**config.mk**
```make
export PLATFORM = sky130hd
export DESIGN_NAME = mcpt_timer
export DESIGN_NICKNAME = d
export VERILOG_FILES = /design/src/rtl/mcpt_pkg.sv /design/src/rtl/mcpt_match_chan.sv /design/src/rtl/mcpt_timer.sv
export VERILOG_INCLUDE_DIRS = /design/src /design/src/rtl
export SDC_FILE = /design/constraint.sdc
export NUM_CORES = 1
export LEC_CHECK = 0
export BUFFER_PORTS_ARGS = -buffer_cell sky130_fd_sc_hd__buf_2
export CAP_MARGIN = 0
export CELL_PAD_IN_SITES_DETAIL_PLACEMENT = 0
export CELL_PAD_IN_SITES_GLOBAL_PLACEMENT = 1
export CORE_UTILIZATION = 46
export CTS_BUF_LIST = sky130_fd_sc_hd__clkbuf_4 sky130_fd_sc_hd__clkbuf_8
export CTS_CLUSTER_DIAMETER = 200
export DETAILED_ROUTE_END_ITERATION = 16
export PLACE_DENSITY_LB_ADDON = 0.1
export SLEW_MARGIN = 25
export SYNTH_ARGS = -nofsm -noshare
export SYNTH_HDL_FRONTEND = slang
export SYNTH_HIERARCHICAL = 1
export SYNTH_SLANG_ARGS = --single-unit
export TNS_END_PERCENT = 50
```
**constraint.sdc**
```tcl
create_clock -name clk_sys -period 4 [get_ports clk_sys]
set_input_delay 0.6 -clock clk_sys [delete_from_list [all_inputs] [get_ports clk_sys]]
set_output_delay 0.6 -clock clk_sys [all_outputs]
set_load 0.005 [all_outputs]
```
**src/rtl/mcpt_params.svh**
```systemverilog
// Constants of the multi-channel pulse width timer: widths, counts, reset values.
// Assumes inclusion by bare name from the match channel and timer files of the block.
`ifndef MCPT_PARAMS_SVH
`define MCPT_PARAMS_SVH

`define MCPT_CNT_W     32
`define MCPT_NUM_MATCH 7
`define MCPT_SEL_W     3
`define MCPT_TC_RST    32'h0000_0000
`define MCPT_PC_RST    32'h0000_0000
`define MCPT_MR_RST    32'h0000_0000

`endif

```
**src/rtl/mcpt_pkg.sv**
```systemverilog
// Types of the multi-channel pulse width timer.
// Assumes nothing of its surroundings.
package mcpt_pkg;

    // Count source selection, one-hot
    typedef enum logic [3:0] {
        MCPT_MODE_TIMER = 4'b0001,
        MCPT_MODE_RISE  = 4'b0010,
        MCPT_MODE_FALL  = 4'b0100,
        MCPT_MODE_BOTH  = 4'b1000
    } mcpt_mode_e;

endpackage

```
**src/rtl/mcpt_match_chan.sv**
```systemverilog
// One match channel: shadow value, release latch, active value, compare, flag.
// Assumes count and tick come from the timer on the same clock.
`timescale 1ns/1ps
`include "mcpt_params.svh"

module mcpt_match_chan
    import mcpt_pkg::*;
#(
    parameter int W = `MCPT_CNT_W
) (
    input  wire logic         clk_sys,
    input  wire logic         rst,
    input  wire logic         wr_en,
    input  wire logic [W-1:0] wr_data,
    input  wire logic         rel,
    input  wire logic         xfer_ok,
    input  wire logic [W-1:0] count,
    input  wire logic         tick,
    input  wire logic         irq_en,
    input  wire logic         flag_clr,
    output logic      [W-1:0] active_q,
    output logic              pending_q,
    output wire logic         hit,
    output logic              flag_q
);

    logic [W-1:0] shadow_q;
    wire          xfer   = pending_q & xfer_ok;
    // A release arriving during a transfer stays pending
    wire          pend_d = rel | (pending_q & ~xfer);
    wire          flag_d = (hit & irq_en) | (flag_q & ~flag_clr);

    assign hit = tick & (count == active_q);

    always_ff @(posedge clk_sys or posedge rst) begin
        if (rst) begin
            shadow_q  <= W'(`MCPT_MR_RST);
            active_q  <= W'(`MCPT_MR_RST);
            pending_q <= 1'b0;
            flag_q    <= 1'b0;
        end else begin
            if (wr_en) begin
                shadow_q <= wr_data;
            end
            if (xfer) begin
                active_q <= shadow_q;
            end
            pending_q <= pend_d;
            flag_q    <= flag_d;
        end
    end

endmodule

```
**src/rtl/mcpt_timer.sv**
```systemverilog
// Multi-channel pulse width timer: prescaler, counter, seven match channels,
// six pulse outputs with single or double edge control.
// Assumes software drives the control ports from clk_sys logic; cap_in are pins.
`timescale 1ns/1ps
`include "mcpt_params.svh"

module mcpt_timer
    import mcpt_pkg::*;
#(
    parameter int CNT_W = `MCPT_CNT_W,
    parameter int NM    = `MCPT_NUM_MATCH
) (
    input  wire logic                  clk_sys,
    input  wire logic                  rst,
    input  wire logic                  count_en,
    input  wire logic                  count_clear,
    input  wire logic                  pwm_mode_en,
    input  wire mcpt_mode_e            cnt_mode,
    input  wire logic                  cap_sel,
    input  wire logic [1:0]            cap_in,
    input  wire logic [CNT_W-1:0]      prescale_limit,
    input  wire logic                  mr_wr_en,
    input  wire logic [`MCPT_SEL_W-1:0] mr_wr_sel,
    input  wire logic [CNT_W-1:0]      mr_wr_data,
    input  wire logic [NM-1:0]         mr_release,
    input  wire logic [NM-1:0]         irq_en,
    input  wire logic [NM-1:0]         stop_en,
    input  wire logic [NM-1:0]         reset_en,
    input  wire logic [NM-1:0]         flag_clr,
    input  wire logic [NM-1:1]         out_en,
    input  wire logic [NM-1:2]         dbl_edge,
    output logic      [CNT_W-1:0]      timer_count,
    output logic      [CNT_W-1:0]      prescale_count,
    output wire logic [NM-1:0]         match_flag,
    output wire logic [NM-1:0]         release_pending,
    output wire logic                  running,
    output logic      [NM-1:1]         pwm_out
);

    ////////////////////////////////////////////////////////////////////////////
    // Capture pin synchronisers
    // Stage two is the first that logic reads; stage three is edge history only

    logic [1:0] cap_s1_q;
    logic [1:0] cap_s2_q;
    logic [1:0] cap_s3_q;

    always_ff @(posedge clk_sys or posedge rst) begin
        if (rst) begin
            cap_s1_q <= 2'h0;
            cap_s2_q <= 2'h0;
            cap_s3_q <= 2'h0;
        end else begin
            cap_s1_q <= cap_in;
            cap_s2_q <= cap_s1_q;
            cap_s3_q <= cap_s2_q;
        end
    end

    wire cap_now  = cap_sel ? cap_s2_q[1] : cap_s2_q[0];
    wire cap_prev = cap_sel ? cap_s3_q[1] : cap_s3_q[0];
    wire cap_rise = cap_now & ~cap_prev;
    wire cap_fall = ~cap_now & cap_prev;

    ////////////////////////////////////////////////////////////////////////////
    // Count source

    logic src;

    always_comb begin
        src = 1'b0;
        unique case (cnt_mode)
            MCPT_MODE_TIMER: src = 1'b1;
            MCPT_MODE_RISE:  src = cap_rise;
            MCPT_MODE_FALL:  src = cap_fall;
            MCPT_MODE_BOTH:  src = cap_rise | cap_fall;
            default:         src = 1'b0;
        endcase
    end

    ////////////////////////////////////////////////////////////////////////////
    // Prescaler and counter

    logic [CNT_W-1:0] pc_q;
    logic [CNT_W-1:0] pc_d;
    logic [CNT_W-1:0] tc_q;
    logic [CNT_W-1:0] tc_d;
    logic             stopped_q;
    wire  [NM-1:0]    hit_w;
    wire  [NM-1:0]    reset_eff;
    wire              pc_hit;
    wire              tick;
    wire              clear_ev;
    wire              stop_ev;
    wire              stopped_d;
    wire              xfer_ok;

    // Halt survives count_clear; only count_en low releases it
    assign running = count_en & ~stopped_q & ~count_clear;

    assign pc_hit = src & (pc_q == prescale_limit);
    assign tick   = running & pc_hit;

    // Cycle match always clears in pulse mode
    assign reset_eff = reset_en | {{(NM-1){1'b0}}, pwm_mode_en};

    assign clear_ev = |(hit_w & reset_eff);

    assign stop_ev   = |(hit_w & stop_en);
    assign stopped_d = count_en & (stop_ev | stopped_q);

    // Limit lowered under the running count is met only after a full wrap,
    // so pulse count_clear whenever the limit changes
    // Prescaler count and wrap
    assign pc_d = count_clear       ? CNT_W'(`MCPT_PC_RST) :
                  !(running && src) ? pc_q :
                  pc_hit            ? CNT_W'(`MCPT_PC_RST) :
                  pc_q + CNT_W'(1);

    assign tc_d = count_clear ? CNT_W'(`MCPT_TC_RST) :
                  clear_ev    ? CNT_W'(`MCPT_TC_RST) :
                  stop_ev     ? tc_q :
                  tick        ? tc_q + CNT_W'(1) :
                  tc_q;

    always_ff @(posedge clk_sys or posedge rst) begin
        if (rst) begin
            pc_q      <= CNT_W'(`MCPT_PC_RST);
            tc_q      <= CNT_W'(`MCPT_TC_RST);
            stopped_q <= 1'b0;
        end else begin
            pc_q      <= pc_d;
            tc_q      <= tc_d;
            stopped_q <= stopped_d;
        end
    end

    assign timer_count    = tc_q;
    assign prescale_count = pc_q;

    ////////////////////////////////////////////////////////////////////////////
    // Match channels

    // Transfer only at cycle start or on count_clear in pulse mode
    assign xfer_ok = hit_w[0] | ~pwm_mode_en | count_clear;

    logic [CNT_W-1:0] active_w [NM];

    // Write strobe decoded per channel; index 7 selects nothing

    for (genvar i = 0; i < NM; i++) begin : g_mch
        mcpt_match_chan #(
            .W (CNT_W)
        ) u_mch (
            .clk_sys   (clk_sys),
            .rst       (rst),
            .wr_en     (mr_wr_en && (mr_wr_sel == `MCPT_SEL_W'(i))),
            .wr_data   (mr_wr_data),
            .rel       (mr_release[i]),
            .xfer_ok   (xfer_ok),
            .count     (tc_q),
            .tick      (tick),
            .irq_en    (irq_en[i]),
            .flag_clr  (flag_clr[i]),
            .active_q  (active_w[i]),
            .pending_q (release_pending[i]),
            .hit       (hit_w[i]),
            .flag_q    (match_flag[i])
        );
    end

    ////////////////////////////////////////////////////////////////////////////
    // Pulse outputs

    wire [NM-1:1] set_ev;
    wire [NM-1:1] clr_ev;
    wire [NM-1:1] out_d;

    // Output 1 is always single edge
    assign set_ev[1] = hit_w[0];
    assign clr_ev[1] = hit_w[1];

    // Rise from previous match with dbl_edge, else from cycle match; fall from own
    for (genvar n = 2; n < NM; n++) begin : g_sel
        assign set_ev[n] = dbl_edge[n] ? hit_w[n-1] : hit_w[0];
        assign clr_ev[n] = hit_w[n];
    end

    // Falling match wins a tie, so equal counts stay low
    // Outputs held low outside pulse mode
    assign out_d = {(NM-1){pwm_mode_en}} & out_en &
                   (~clr_ev & (set_ev | pwm_out));

    // Common rate from the cycle match
    always_ff @(posedge clk_sys or posedge rst) begin
        if (rst) begin
            pwm_out <= '0;
        end else begin
            pwm_out <= out_d;
        end
    end

    wire [NM-1:0] flag_set_w  = hit_w & irq_en;
    wire [NM-1:0] flag_keep_w = match_flag & ~flag_clr;
endmodule

```
==> impl_results.md <==
* Worst slack at placement at -1.093 ns
* Area post-placement at 26850 sq um
* Starting density of the core at 0.4692
* Compound-Gate Fraction of Synth Area at 0.03836
* Post-DP HPWL at 46.29 mm
* Horiz. Die Dim at 231.7 um
* PD cells at 511.9 nW/um^2
* Number of synthesized flops with an enable pin at 0
* Reg2reg end: timer_count[6]
* Drt first pass iters at 5
* Max Fclk at 246.1 MHz
* Placer Congestion at 0.8627
* Post-Synth Simple-Gate Area at 0.08137
* Pint at 11.15 mW
* Post-synthesis sequential area ratio at 0.5558
* Worst EP required at 4.60 ns
* Total power at 15.18 mW
* Critical path buffers and inverters at 4
* Post-synthesis mux area share at 0.2100
* Netlist cell types at 53
* R2r startpoint: cap_s2_q[0]
* Die Ht at 231.7 um
* Worst skew pair latency at 0.69 ns
* Mapped Cells at 1844
* Most used cell, CP: nor4_2
* Worst reg2reg path depth at 19
* Crit path max fanout at 7
* Worst path max stage delay at 0.57 ns
* Die area at 53670 sq um
* Period minus WS final at 4.063 ns
* Max Clock Skew at 0.04359 ns
* Final nets at 2352
* Hold Vio Cnt, Final at 0
* CP max-delay cell: a222oi_1
* Largest net degree at the start of global routing at 55
* WP data arrival at 4.67 ns
* Ys async rst share at 1.000
* Root Driver: clkbuf_8
* IO Pins at 211
* Sequential share of power at 0.485
* Max-slew headroom at 0.3604
* Comb power frac at 0.154
* Startpoint Class: register
* Flops & latches, synth at 539
* Clk slew on worst S/H paths at 0.06 ns
* Syn Area/Cell at 13.16 sq um
* Post-Synthesis Cell Area at 24270 sq um
* # fillers at 4356
* Worst hold stages at 1
* Drt drc at 0
* DR vias/cell at 5.474
* Min-Delay Path Class: input port to register
* Post-Route WL at 67.67 mm
* Largest family of logic cells by synthesized area: multiplexers
* Global route overflow at 0
* Worst-Margin Slew at 0.9594 ns
* Commonest cells after routing, fill and taps aside: 539 x dfrtp_1, 343 x mux2_1, 210 x buf_2
* Most common cell after layout, fill and taps aside: dfrtp_1
* Failing checks: setup timing
* Vias post-DR at 16280
* Placeable Area at 51720 sq um
* Std cell rows at 83
* Run status: finished with violations
* Crit-path cells: mux2i_1 > inv_1 > ha_2 > nor4bb_4 > nor4_2 > nor2_1 > and3_4 > o21ai_2 > nor4_2 > nand3_1 > nor3_4 > a222oi_1 > nand3_2 > nand4b_1 > buf_6 > buf_12 > buf_16 > or3_4 > a21oi_1
* Initial antenna violation count at 4
* Routed length per instance at 22.75 um
* NetSw at 4.035 mW
* Worst setup margin at -0.06259 ns
* Register area at 13490 sq um
* Inserted Clock Buffers at 95
* Lkg Pwr at 13.12 nW
* Hold_ws at 0.05771 ns
* Syn_nets at 1974
* Final Cycle Share at 1.016
* Global-route total usage across every layer at 0.2590
* Final setup violation count at 17
* DR iter-0 viols at 776
* IO Port Bufs at 210
* Post-Synth Adder-Cell Area at 0.002062
* CP Capture Type: register
* Hold EP: cap_s1_q[1]
* Multi-input logic area at 10590 sq um
* H-tree levels at 3
* Yosys warns at 6
* Fraction of layout cells with a size suffix above 1 at 0.3150
* RSZ-0062 raised after global routing: yes
* Number of global-route vias before repair at 17210
* Sw frac at 0.2658
* Peak supply drop at 0.0003069 V
* Post-Synth XOR/XNOR Area at 0.08951
* Ys flop type: dfrtp_1
* First-pass GRT wire length at 103.9 mm
* Core Util, Final at 0.5734
* # clock sinks at 539
* DRT antenna net count at 0
* Crit Path Category: register to register
* Max Cap Viol at 0
* Layout Area Growth over Synthesis at 22.21%
* CTS tree: built
* Clock Tree Buf Depth at 3
* Clock network fraction of total power at 0.360
* # hold bufs at CTS at 0
* Fin. max-slew vios at 0
* Hold path start: cap_in[1]
* R2R Setup Slk at -0.06 ns
* Final instance area at 29650 sq um
* Crit-path leading delay family: simple AND/OR/NAND/NOR gates
==> power groups by stage <==
| stage | Sequential, mW | Combinational (mW) | Clock (mW) |
|---|---|---|---|
| 2_1_floorplan | 7.24 | 1.76 | 0 |
| 3_3_place_gp | 7.40 | 2.26 | 0 |
| 3_5_place_dp | 7.46 | 2.34 | 0 |
| 4_1_cts | 7.37 | 2.37 | 5.60 |
| 5_1_grt | 7.53 | 2.59 | 5.85 |
| 6_report | 7.37 | 2.34 | 5.47 |
==> final cells by class <==
| class | instances | share of cell area |
|---|---|---|
| flip-flops and latches | 539 | 0.4548 |
| clock inverters | 16 | 0.006202 |
| inverters | 63 | 0.008396 |
| diodes | 2 | 0.0001688 |
| repair buffers | 348 | 0.08088 |
| well taps | 680 | 0.02869 |
| clock buffers | 151 | 0.06375 |
| multi-input cells | 1175 | 0.3571 |
==> metrics by stage <==
step	TNS (ns)	instances
final	-0.6295	2974
after global routing	-7.047	2973
after CTS	-0.1534	2963
after detailed placement	-137.89	2768
after global placement	-129.62	2768
after floorplan	0	1844
==> logic make-up after synthesis <==
family                   count (synthesis)
adder cells (fa/ha/maj)                  4
multiplexers                           453
XOR/XNOR                               248
AND/OR/NAND/NOR                        336
AO/OA/AOI/OAI                          134
buffers and inverters                  130
flip-flops                             539
==> how the worst max path moves through the flow <==
| stage | from | end | slack, ns | depth (start not counted) |
|---|---|---|---|---|
| final | cap_s2_q[0] | timer_count[6] | -0.06 | 19 |
| after floorplan | cap_sel | g_mch[0].u_mch/active_q[0] | 0.04 | 16 |
| after CTS | cap_s3_q[1] | timer_count[9] | -0.02 | 19 |
| after global placement | cap_sel | timer_count[26] | -1.04 | 19 |
| after global routing | cap_s2_q[0] | timer_count[9] | -0.30 | 18 |
| after detailed placement | cap_sel | timer_count[8] | -1.09 | 19 |
==> Yosys cell counts (all sizes together), types with 3 or more instances <==
| master | count | share of area |
|---|---|---|
| and3 | 13 | 0.0034 |
| nand2 | 46 | 0.0071 |
| nor2b | 8 | 0.0021 |
| buf | 48 | 0.010 |
| a22oi | 3 | 0.00093 |
| mux2i | 5 | 0.0021 |
| nor4 | 26 | 0.011 |
| and2 | 7 | 0.0018 |
| o21ai | 30 | 0.0062 |
| nor2 | 53 | 0.0082 |
| a211oi | 5 | 0.0015 |
| or2 | 3 | 0.00077 |
| o41ai | 7 | 0.0047 |
| a221oi | 7 | 0.0025 |
| inv | 63 | 0.0097 |
| nor4b | 4 | 0.0020 |
| a21oi | 34 | 0.0070 |
| nor3 | 19 | 0.0039 |
| mux2 | 448 | 0.21 |
| clkbuf | 19 | 0.0030 |
| nand4 | 56 | 0.015 |
| nand4b | 3 | 0.0011 |
| a222oi | 9 | 0.0037 |
| o22ai | 15 | 0.0039 |
| nand2b | 12 | 0.0031 |
| ha | 4 | 0.0021 |
| nand3 | 44 | 0.0091 |
| a21o | 7 | 0.0022 |
| dfrtp | 539 | 0.56 |
| and4 | 6 | 0.0023 |
| xor2 | 77 | 0.028 |
| or4 | 10 | 0.0031 |
| xnor2 | 171 | 0.062 |
| or3 | 21 | 0.0056 |
| o31ai | 10 | 0.0031 |
==> registers in the layout, indices dropped and copies added (netlist names), 2 cells and up <==
name and cells:
g_mch.u_mch/flag_q 7, timer_count 32, cap_s2_q 2, cap_s1_q 2
pwm_out 6, g_mch.u_mch/pending_q 7, cap_s3_q 2, g_mch.u_mch/shadow_q 224
g_mch.u_mch/active_q 224, prescale_count 32
==> repair_timing <==
action                                  4_1_cts  5_1_grt
endpoints found under the setup margin      257      256
cloned                                        4        3
resized for setup                            33       41
endpoints found under the hold margin         0        0
pin swaps                                    51       50
buffers inserted                             25       10
==> per-layer routing <==
| metal | up-vias | GRT usage | routed length (um) |
|---|---|---|---|
| li1 | 7323 | - | - |
| met1 | 8502 | 0.3578 | 30890 |
| met2 | 358 | 0.4208 | 32440 |
| met3 | 95 | 0.04281 | 2950 |
| met4 | 2 | 0.07278 | 1385 |
| met5 | - | 0 | 12 |
Note: power is estimated with default switching activity, not from simulation.
